## src/hw/lsd_pkg.sv

```systemverilog
// Operation
// Comparator trip, supply below set point, sets the low-supply flag.
// Flag set with its enable set raises the interrupt request.
// Four-bit trip-level select in control bits 3:0, sixteen codes.
// Code all ones routes the comparator from the external trip input.
// Codes 0001 to 1110 pick internal taps; code 0000 is reserved.
// Read-only reference-stable flag at bit 5 shows the detector is valid.
// Software keeps the interrupt disabled while reference-stable reads zero.
// Power-enable bit 4 powers the detector up when set, down when clear.
// Control bits 7 and 6 ignore writes and read as zero.
// Low-supply flag is bit 2 of the second flag register, resets zero.
// Low-supply enable is bit 2 of the second enable register, resets zero.
// Priority bit 2; register resets all ones on power-on, else 1 0000.
// Flag setting is suppressed until the reference is stable after enable.
// Software selects level, enables, waits stable, clears flag, then enables.
// The detector keeps running in sleep and a trip wakes the device.
// Any reset returns the control register to reset, turning detector off.
// Comparator and stable inputs pass a two-stage synchroniser first.
// The flag stays set until software writes zero to it.
package lsd_pkg;
  localparam logic [3:0] LSD_OFF_CTRL = 4'h0;
  localparam logic [3:0] LSD_OFF_FLAGS = 4'h4;
  localparam logic [3:0] LSD_OFF_ENABLES = 4'h8;
  localparam logic [3:0] LSD_OFF_PRIO = 4'hc;
  localparam logic [3:0] LSD_OFF_STATUS = 4'h0;
  localparam int LSD_BIT_STABLE = 5;
  localparam int LSD_BIT_POWER = 4;
  localparam int LSD_BIT_LOW = 2;
  localparam logic [7:0] LSD_CTRL_RST = 8'h05;
  localparam logic [7:0] LSD_CTRL_WMASK = 8'h1f;
  localparam logic [7:0] LSD_FLAGS_RST = 8'h00;
  localparam logic [7:0] LSD_P2_WMASK = 8'h1f;
  localparam logic [7:0] LSD_PRIO_POR_RST = 8'h1f;
  localparam logic [7:0] LSD_PRIO_OTHER_RST = 8'h10;
  localparam logic [3:0] LSD_LVL_EXT = 4'hf;
  localparam logic [3:0] LSD_LVL_RSVD = 4'h0;
  localparam logic [1:0] LSD_RESP_OKAY = 2'b00;
  localparam logic [1:0] LSD_RESP_SLVERR = 2'b10;
  typedef struct packed {
    logic [3:0] tap_sel;
    logic use_external;
    logic power_up;
  } lsd_analog_t;
endpackage

```

## src/hw/lsd_top.sv

```systemverilog
// The implementer's own choices: the register addresses and the AXI4-Lite interface to the registers.
`timescale 1ns/1ns
module lsd_top import lsd_pkg::*; (
  input wire logic clk_in, // System clock, 100 MHz.
  input wire logic rst_in, // Synchronous reset, active high.
  input wire logic por_in, // High with rst_in when the reset is power-on or brown-out.
  input wire logic trip_async_in, // Comparator output, high when below set point.
  input wire logic ref_stable_async_in, // Reference settled indication from analog.
  input wire logic sleep_in, // Device is asleep.
  input wire logic [3:0] s_axi_awaddr_in, // Write address.
  input wire logic s_axi_awvalid_in, // Write address valid.
  output logic s_axi_awready_out, // Write address ready.
  input wire logic [31:0] s_axi_wdata_in, // Write data.
  input wire logic [3:0] s_axi_wstrb_in, // Write byte strobes.
  input wire logic s_axi_wvalid_in, // Write data valid.
  output logic s_axi_wready_out, // Write data ready.
  output logic [1:0] s_axi_bresp_out, // Write response.
  output logic s_axi_bvalid_out, // Write response valid.
  input wire logic s_axi_bready_in, // Write response ready.
  input wire logic [3:0] s_axi_araddr_in, // Read address.
  input wire logic s_axi_arvalid_in, // Read address valid.
  output logic s_axi_arready_out, // Read address ready.
  output logic [31:0] s_axi_rdata_out, // Read data.
  output logic [1:0] s_axi_rresp_out, // Read response.
  output logic s_axi_rvalid_out, // Read data valid.
  input wire logic s_axi_rready_in, // Read data ready.
  output lsd_analog_t analog_out, // Tap select and power controls to the analog part.
  output logic irq_out, // Interrupt request level.
  output logic irq_high_prio_out, // Priority of the request, high when set.
  output logic wake_out // Wake request from sleep.
);
  logic [7:0] ctrl_r;
  logic [7:0] flags_r;
  logic [7:0] enables_r;
  logic [7:0] prio_r;
  logic [1:0] trip_sync_r;
  logic [1:0] stable_sync_r;
  logic aw_hold_r;
  logic w_hold_r;
  logic [3:0] awaddr_r;
  logic [31:0] wdata_r;
  logic wstrb0_r;
  logic wr_fire;
  logic wr_flag_clr;
  logic ref_stable;
  logic trip_event;
  logic [7:0] rd_val;
  logic rd_ok;

  // Mapped offsets; other addresses answer with an error.
  function automatic logic lsd_mapped(input logic [3:0] addr);
    return addr == LSD_OFF_CTRL || addr == LSD_OFF_FLAGS ||
           addr == LSD_OFF_ENABLES || addr == LSD_OFF_PRIO;
  endfunction

  // Two flops; only the second stage is looked at by any logic.
  always_ff @(posedge clk_in) begin
    if (rst_in) begin
      trip_sync_r <= 2'b00;
      stable_sync_r <= 2'b00;
    end else begin
      trip_sync_r <= {trip_sync_r[0], trip_async_in};
      stable_sync_r <= {stable_sync_r[0], ref_stable_async_in};
    end
  end

  // A powered-down detector can never claim a stable reference.
  assign ref_stable = stable_sync_r[1] & ctrl_r[LSD_BIT_POWER];
  // The detector runs regardless of sleep_in, so trips still land while asleep.
  assign trip_event = trip_sync_r[1] & ref_stable;

  // Analog controls; the tap select passes through, code 0000 reserved.
  always_comb begin
    analog_out.tap_sel = ctrl_r[3:0];
    analog_out.use_external = ctrl_r[3:0] == LSD_LVL_EXT;
    analog_out.power_up = ctrl_r[LSD_BIT_POWER];
  end

  // Write address and data are caught separately, in either order.
  assign s_axi_awready_out = !aw_hold_r && !s_axi_bvalid_out;
  assign s_axi_wready_out = !w_hold_r && !s_axi_bvalid_out;
  assign wr_fire = aw_hold_r && w_hold_r && !s_axi_bvalid_out;
  assign wr_flag_clr = wr_fire && wstrb0_r && awaddr_r == LSD_OFF_FLAGS;

  always_ff @(posedge clk_in) begin
    if (rst_in) begin
      aw_hold_r <= 1'b0;
      w_hold_r <= 1'b0;
      awaddr_r <= 4'h0;
      wdata_r <= 32'h0;
      wstrb0_r <= 1'b0;
      s_axi_bvalid_out <= 1'b0;
      s_axi_bresp_out <= LSD_RESP_OKAY;
    end else begin
      if (s_axi_awvalid_in && s_axi_awready_out) begin
        aw_hold_r <= 1'b1;
        awaddr_r <= s_axi_awaddr_in;
      end
      if (s_axi_wvalid_in && s_axi_wready_out) begin
        w_hold_r <= 1'b1;
        wdata_r <= s_axi_wdata_in;
        wstrb0_r <= s_axi_wstrb_in[0];
      end
      if (wr_fire) begin
        aw_hold_r <= 1'b0;
        w_hold_r <= 1'b0;
        s_axi_bvalid_out <= 1'b1;
        s_axi_bresp_out <= lsd_mapped(awaddr_r) ? LSD_RESP_OKAY : LSD_RESP_SLVERR;
      end else if (s_axi_bvalid_out && s_axi_bready_in) begin
        s_axi_bvalid_out <= 1'b0;
      end
    end
  end

  // Control register; bits 7:6 and 5 are never stored.
  always_ff @(posedge clk_in) begin
    if (rst_in) begin
      ctrl_r <= LSD_CTRL_RST;
    end else if (wr_fire && wstrb0_r && awaddr_r == LSD_OFF_CTRL) begin
      ctrl_r <= wdata_r[7:0] & LSD_CTRL_WMASK;
    end
  end

  // Only the low-supply bit lives here; the set beats a same-cycle clear.
  always_ff @(posedge clk_in) begin
    if (rst_in) begin
      flags_r <= LSD_FLAGS_RST;
    end else begin
      if (wr_flag_clr && !wdata_r[LSD_BIT_LOW]) begin
        flags_r[LSD_BIT_LOW] <= 1'b0;
      end
      if (trip_event) begin
        flags_r[LSD_BIT_LOW] <= 1'b1;
      end
    end
  end

  // Enable and priority registers hold the peripheral bits 4:0.
  always_ff @(posedge clk_in) begin
    if (rst_in) begin
      enables_r <= LSD_FLAGS_RST;
      prio_r <= por_in ? LSD_PRIO_POR_RST : LSD_PRIO_OTHER_RST;
    end else if (wr_fire && wstrb0_r) begin
      if (awaddr_r == LSD_OFF_ENABLES) begin
        enables_r <= wdata_r[7:0] & LSD_P2_WMASK;
      end
      if (awaddr_r == LSD_OFF_PRIO) begin
        prio_r <= wdata_r[7:0] & LSD_P2_WMASK;
      end
    end
  end

  // Interrupt is a level while flag and enable are both set.
  assign irq_out = flags_r[LSD_BIT_LOW] & enables_r[LSD_BIT_LOW];
  assign irq_high_prio_out = prio_r[LSD_BIT_LOW];
  // A set flag wakes the core even with the interrupt masked.
  assign wake_out = flags_r[LSD_BIT_LOW] & sleep_in;

  // Read mux; the stable bit is assembled live, not stored.
  always_comb begin
    rd_val = 8'h00;
    rd_ok = lsd_mapped(s_axi_araddr_in);
    unique case (s_axi_araddr_in)
      LSD_OFF_CTRL: rd_val = {2'b00, ref_stable, ctrl_r[4:0]};
      LSD_OFF_FLAGS: rd_val = flags_r;
      LSD_OFF_ENABLES: rd_val = enables_r;
      LSD_OFF_PRIO: rd_val = prio_r;
      default: rd_val = 8'h00;
    endcase
  end

  assign s_axi_arready_out = !s_axi_rvalid_out;

  always_ff @(posedge clk_in) begin
    if (rst_in) begin
      s_axi_rvalid_out <= 1'b0;
      s_axi_rdata_out <= 32'h0;
      s_axi_rresp_out <= LSD_RESP_OKAY;
    end else if (s_axi_arvalid_in && s_axi_arready_out) begin
      s_axi_rvalid_out <= 1'b1;
      s_axi_rdata_out <= {24'h0, rd_val};
      s_axi_rresp_out <= rd_ok ? LSD_RESP_OKAY : LSD_RESP_SLVERR;
    end else if (s_axi_rvalid_out && s_axi_rready_in) begin
      s_axi_rvalid_out <= 1'b0;
    end
  end
endmodule // lsd_top
```

## config.mk

```make
export PLATFORM = sky130hd
export DESIGN_NAME = lsd_top
export DESIGN_NICKNAME = d
export VERILOG_FILES = /design/src/hw/lsd_pkg.sv /design/src/hw/lsd_top.sv
export SDC_FILE = /design/constraint.sdc
export NUM_CORES = 1
export LEC_CHECK = 0
export CORE_AREA = 3 3 69 71
export CTS_CLUSTER_SIZE = 12
export DETAILED_ROUTE_END_ITERATION = 10
export DIE_AREA = 0 0 72 74
export DONT_BUFFER_PORTS = 1
export MAX_ROUTING_LAYER = met4
export SETUP_SLACK_MARGIN = 0.3
export SYNTH_ARGS = -nofsm -noshare
export SYNTH_HDL_FRONTEND = slang
export SYNTH_SLANG_ARGS = --single-unit
```

## constraint.sdc

```tcl
create_clock -name clk_in -period 5.14 [get_ports clk_in]
set_clock_uncertainty 0.2 [all_clocks]
set_input_delay 0.514 -clock clk_in [delete_from_list [all_inputs] [get_ports clk_in]]
set_output_delay 0.514 -clock clk_in [all_outputs]
set_load 0.02 [all_outputs]
```

==> results of run 1 <==
## path summary, 6_finish.rpt
kind	start	to	slack, ps	cells past startpoint
max reg2reg	wstrb0_r$_SDFFE_PP0P_	prio_r[3]$_DFFE_PP_	3210	2
min	rst_in	s_axi_rvalid_out$_SDFFE_PP0P_	70	1
max	wstrb0_r$_SDFFE_PP0P_	prio_r[3]$_DFFE_PP_	3210	2
min reg2reg	trip_sync_r[0]$_SDFF_PP0_	trip_sync_r[1]$_SDFF_PP0_	240	1
## flip-flops by register name (all words and copies together) (netlist names), 2 cells and up
| name | cells |
|---|---|
| s_axi_rdata_out | 6 |
| ctrl_r | 5 |
| enables_r | 5 |
| prio_r | 5 |
| wdata_r | 5 |
| awaddr_r | 4 |
| stable_sync_r | 2 |
| trip_sync_r | 2 |
## routing by layer
| metal | share of wire | GRT usage | routed length [um] |
|---|---|---|---|
| met5 | 0 | - | 0 |
| met4 | 0.019 | 0.0710 | 76 |
| met3 | 0.082 | 0.0635 | 319 |
| met2 | 0.43 | 0.210 | 1670 |
| met1 | 0.47 | 0.198 | 1840 |
## critical path: stages (launching register included)
cell,delay (ps)
dfxtp_1,390
nor3b_1,620
a41o_1,410
## report_power, final
part           total [mW]  internal, mW  switching, mW
Sequential          0.365         0.346         0.0188
Combinational      0.0699        0.0235         0.0465
Clock               0.206        0.0930          0.113
Total               0.641         0.463          0.178
## per-stage QoR
stage | utilization | power, mW | hold slack (ps)
after floorplan | - | 0.456 | 214
after global placement | 0.441 | 0.441 | 218
after detailed placement | 0.441 | 0.442 | 227
after CTS | 0.461 | 0.648 | 62.0
after global routing | 0.461 | 0.671 | 63.1
final | 0.461 | 0.641 | 71.9
## cell usage in the layout, fill, tap and decap left out, types with 3 or more instances in the layout
master,netlist,routed
a211oi_1,3,3
a21oi_1,12,12
a22oi_1,3,3
clkbuf_8,1,5
conb_1,1,28
dfxtp_1,37,37
edfxtp_1,5,5
inv_1,8,8
mux2_2,3,3
mux2i_1,10,10
nand2_1,3,3
nand3_1,5,5
nand4_1,7,7
nor2_1,21,21
nor2b_1,7,7
nor3b_1,4,4
o21ai_0,8,8
o21ai_1,7,7
o2bb2ai_1,4,4
## cell families after synthesis
family | count (synthesis)
AOI/OAI and AO/OA | 43
buffers and inverters | 46
DFF | 42
muxes | 13
other | 1
and+or+nand+nor | 66
## final cells by class
type	instances	share of cell area
repair buffers	1	0.00379
clock buffers	5	0.0347
inverters	8	0.0152
multi-input cells	150	0.455
clock inverters	3	0.00821
flip-flops and latches	42	0.450
well taps	52	0.0328
==> results_dict.tcl, run 1 <==
set metrics [dict create \
    cp-end-kind "flip-flop" \
    ant_nets 0 \
    grt_pass1_wl_um 6080 \
    regArea_um2 891 \
    synthSimpleGateAreaFrac 0.197 \
    synthAdderAreaFrac 0 \
    fill_cells 441 \
    wl_per_cell_um 14.9 \
    critPathArrivalTime_ps 1710 \
    rows 24 \
    ctsLongestPathBuffers 2 \
    synth_compound_area_frac 0.133 \
    final_nets 263 \
    worstMarginPinSlew_ps 719 \
    outcome "complete, no violations" \
    slew_headroom 0.520 \
    ys_ff_latch 42 \
    muxShareOfSynthArea 0.0665 \
    dr.first_iter.drc_count 50 \
    start_util 0.469 \
    hold_path_class "input port to flip-flop" \
    async_flop_share 0 \
    root_buffer "clkbuf_8" \
    numCtsBuffers 5 \
    synth_area_leaders "dfxtp_1 37%, buf_4 10%, edfxtp_1 7.5%, mux2i_1 5.0%, nor2_1 3.9%" \
    critPathLaunchType "flip-flop" \
    netlist_instances 211 \
    globalplace.congestion 0.796 \
    yosys.cell_count.top_type "dfxtp_1" \
    cts.sinks 42 \
    max_freq_mhz 518 \
    grt_use_total 0.154 \
    finalSetupViolations 0 \
    syn_to_final_growth_pct -1.55 \
    clk_pin_slew_ps 90 \
    critical_path.max_fanout 7 \
    p_leak_nw 0.744 \
    ctsHoldBuffers 0 \
    cap_violations 0 \
    cts_setup_buffers 0 \
    synth_top_area_frac 0.368 \
    synth.distinct_cells 43 \
    critical_path_class "flip-flop to flip-flop" \
    postLayoutCellArea_um2 1980 \
    finalCritPeriodShare 0.375 \
    crit_required_ps 4920 \
    grt_max_degree 39 \
    die_w_um 72 \
    synthesis.area_um2 2010 \
    wl_um 3900 \
    instances_no_fill 261 \
    io_pins 105 \
    cts_tree "yes" \
    synth_common_cells "37 x dfxtp_1, 28 x buf_4, 21 x nor2_1" \
    drive_gt1_frac 0.0813 \
    timing_max_transition_violations_final 0 \
    multi_input_area_um2 902 \
    vias 1381 \
    insertion_delay_ps 300 \
    die_y_um 74 \
    synthXorXnorAreaFrac 0 \
    vias_per_cell 5.29 \
    htree_levels 2 \
    dpl_cell_area_um2 1900 \
    fp.dieArea_um2 5330 \
    drcViolationCount 0 \
    finalHoldViolations 0 \
    power_density_nw_per_um2 324 \
    peakVddDrop_mv 0.152 \
    post-dp-hpwl_um 2790 \
    overflow 0 \
    synth_area_leader_cell "dfxtp_1" \
    rsz0062_at_grt "no" \
    dr.pass1.iters 4 \
    dp.cells 253 \
    synth_top_family_by_area "simple AND/OR/NAND/NOR gates" \
    min_period_ps 1930 \
    ys_warn_count 0 \
    antenna_found_initial 0 \
    tns_ps 0 \
    cts.repair.resized 0 \
    pre_cts_ws_ps 3240 \
    first_global_vias 1227 \
    layout_setup_ws_ps 3210 \
    syn_avg_cell_area_um2 9.54 \
    antenna_cells 0 \
    port_buffers 0 \
    synth_edf_count 5 \
    core_um2 4290 \
    yosysSeqAreaShare 0.443 \
    ys.flop_type "dfxtp_1" \
]
(Power assumes the default switching activity.)
==> run 2, diff against run 1 <==
==> constraint.sdc (replaced) <==
create_clock -name clk_in -period 1.7 [get_ports clk_in]
set_clock_uncertainty 0.2 [all_clocks]
set_input_delay 0.17 -clock clk_in [delete_from_list [all_inputs] [get_ports clk_in]]
set_output_delay 0.17 -clock clk_in [all_outputs]
set_load 0.02 [all_outputs]
==> run 2 against run 1 <==
Net effect: non-clock buffer count grew 38; sequential power rose to 3.0 times the previous value; clock power rose to 3.2 times the previous value; highest routed layer unchanged; worst hold slack lost 130 ps; critical path depth rose by 1; the run now ends with negative hold slack left; cell count increased by 15%; combinational power increased to 5.0 times the previous value; count of clock-buffer cells in the layout grew 2; core utilization increased by 11 points; fmax is 27% higher; routed wire length increased by 15%; sequential cell count did not move.
==> results_dict.tcl, run 2 (synthesis gave the netlist of run 1 again) <==
set metrics [dict create \
    outcome "complete, but fails checks" \
    failed_checks "negative hold slack" \
    drcViolationCount 0 \
    grt_pass1_wl_um 7070 \
    critPathArrivalTime_ps 1500 \
    switchingPower_mw 0.580 \
    rrSetupSlack_ps 180 \
    grt_use_total 0.180 \
    p_seq_frac 0.520 \
    cap_violations 0 \
    io_pins 105 \
    vias 1604 \
    critical_path.max_fanout 6 \
    regMostFlops "s_axi_rdata_out" \
    syn_to_final_growth_pct 22.6 \
    peakVddDrop_mv 0.585 \
    clkPwrFrac 0.314 \
    globalplace.congestion 0.793 \
    finalSetupViolations 0 \
    p_leak_nw 0.964 \
    layout_common_cells "28 x conb_1, 27 x dfxtp_1, 24 x dlygate4sd3_1" \
    clk_pin_slew_ps 80 \
    final_common_cell "conb_1" \
    die_w_um 72 \
    dr.first_iter.drc_count 65 \
    timing_max_transition_violations_final 0 \
    dp.cells 265 \
    drive_gt1_frac 0.230 \
    die_y_um 74 \
    first_global_vias 1408 \
    r2r_cells 3 \
    worstHoldStart "rst_in" \
    min_period_ps 1520 \
    finalCritPeriodShare 0.894 \
    p_sw_frac 0.275 \
    hold_depth 2 \
    htree_levels 2 \
    r2r_start "awaddr_r[1]$_SDFFE_PP0P_" \
    rsz0062_at_grt "yes" \
    post-dp-hpwl_um 2940 \
    cp-end-kind "flip-flop" \
    rows 24 \
    antenna_found_initial 0 \
    wl_per_cell_um 15.0 \
    ctsLongestPathBuffers 2 \
    pwr-share-comb 0.166 \
    power_density_nw_per_um2 855 \
    ant_nets 0 \
    hold_path_class "input port to flip-flop" \
    start_util 0.469 \
    numCtsBuffers 5 \
    antenna_cells 0 \
    dr.pass1.iters 4 \
    grt_max_degree 39 \
    critPathLaunchType "flip-flop" \
    reg2reg_to "ctrl_r[3]$_SDFFE_PP0P_" \
    final_nets 302 \
    max_freq_mhz 658 \
    largest_reg_flops 6 \
    worstPathCellList "or4b_4, o21ai_0, a21oi_1" \
    cts.sinks 42 \
    cp_num_buf_inv 0 \
    max_stage_delay_ps 600 \
    utilization 0.575 \
    root_buffer "clkbuf_8" \
    fill_cells 389 \
    critPathSlowestCell "or4b_4" \
    cts_tree "yes" \
    internal_power_mw 1.53 \
    finalHoldViolations 25 \
    instances_no_fill 300 \
    min_to "s_axi_rvalid_out$_SDFFE_PP0P_" \
    regArea_um2 908 \
    insertion_delay_ps 300 \
    crit_family "simple AND/OR/NAND/NOR gates" \
    overflow 0 \
    port_buffers 0 \
    tns_ps 0 \
    critical_path_class "flip-flop to flip-flop" \
    wl_um 4490 \
    crit_required_ps 1680 \
    vias_per_cell 5.35 \
    multi_input_area_um2 992 \
    hold-worst-slack_ps -57.7 \
    fp.dieArea_um2 5330 \
    core_um2 4290 \
]
[run 2: cell count changes in the layout (fill, tap and decap cells not counted), moves of 3 or more]
cell	change
o21ai_2	+4
dfxtp_1	-10
dlygate4sd3_1	+24
buf_6	+4
dfxtp_2	+8
nor2_1	-3
buf_4	+9
[run 2: per-stage QoR]
| stage | instance area, um^2 | power (mW) | setup slack [ps] |
|---|---|---|---|
| 2_1_floorplan | 2120 | 1.38 | 44.5 |
| 3_3_place_gp | 1990 | 1.37 | 162 |
| 3_5_place_dp | 1990 | 1.37 | 159 |
| 4_1_cts | 2400 | 2.11 | 197 |
| 5_1_grt | 2470 | 2.21 | 155 |
| 6_report | 2470 | 2.11 | 180 |
[run 2: final cells by class]
| class | count | share of cell area |
|---|---|---|
| Multi-Input combinational cell | 151 | 0.402 |
| Sequential cell | 42 | 0.368 |
| Timing Repair Buffer | 39 | 0.154 |
| Clock buffer | 7 | 0.0350 |
| Tap cell | 52 | 0.0264 |
| Inverter | 8 | 0.0122 |
| Clock inverter | 1 | 0.00203 |
[run 2: power by group through the flow]
| stage | Sequential (mW) | Combinational, mW | Clock, mW |
|---|---|---|---|
| 4_1_cts | 1.10 | 0.333 | 0.683 |
| 6_report | 1.10 | 0.351 | 0.662 |
| 3_5_place_dp | 1.11 | 0.254 | 0 |
| 5_1_grt | 1.10 | 0.383 | 0.724 |
| 3_3_place_gp | 1.11 | 0.252 | 0 |
| 2_1_floorplan | 1.11 | 0.273 | 0 |
[run 2: what timing repair did]
item,in CTS,in global routing
cloned,1,0
gates resized for setup,21,15
pin swaps,10,3
endpoints found under the setup margin,26,31
hold endpoints to repair,47,30
setup buffers,1,0
hold buffers,24,1
[run 2: routing by layer]
metal | share of wire | wire (um) | track usage | vias up
met5 | 0 | 0 | - | -
met3 | 0.071 | 321 | 0.0554 | 2
met1 | 0.44 | 1980 | 0.232 | 761
met4 | 0.0062 | 28 | 0.0564 | 0
met2 | 0.48 | 2160 | 0.270 | 71
li1 | - | - | - | 770
[run 2: worst max-delay path by stage]
stage	start	end	slack, ps	cells past startpoint
after floorplan	s_axi_bvalid_out$_SDFFE_PP0P_	ctrl_r[0]$_SDFFE_PP1P_	40	5
after global placement	w_hold_r$_SDFFE_PP0P_	ctrl_r[2]$_SDFFE_PP1P_	160	3
after global routing	awaddr_r[1]$_SDFFE_PP0P_	ctrl_r[3]$_SDFFE_PP0P_	150	3
after detailed placement	w_hold_r$_SDFFE_PP0P_	ctrl_r[1]$_SDFFE_PP0P_	160	3
final	awaddr_r[1]$_SDFFE_PP0P_	ctrl_r[3]$_SDFFE_PP0P_	180	3
after CTS	awaddr_r[0]$_SDFFE_PP0P_	ctrl_r[2]$_SDFFE_PP1P_	200	3
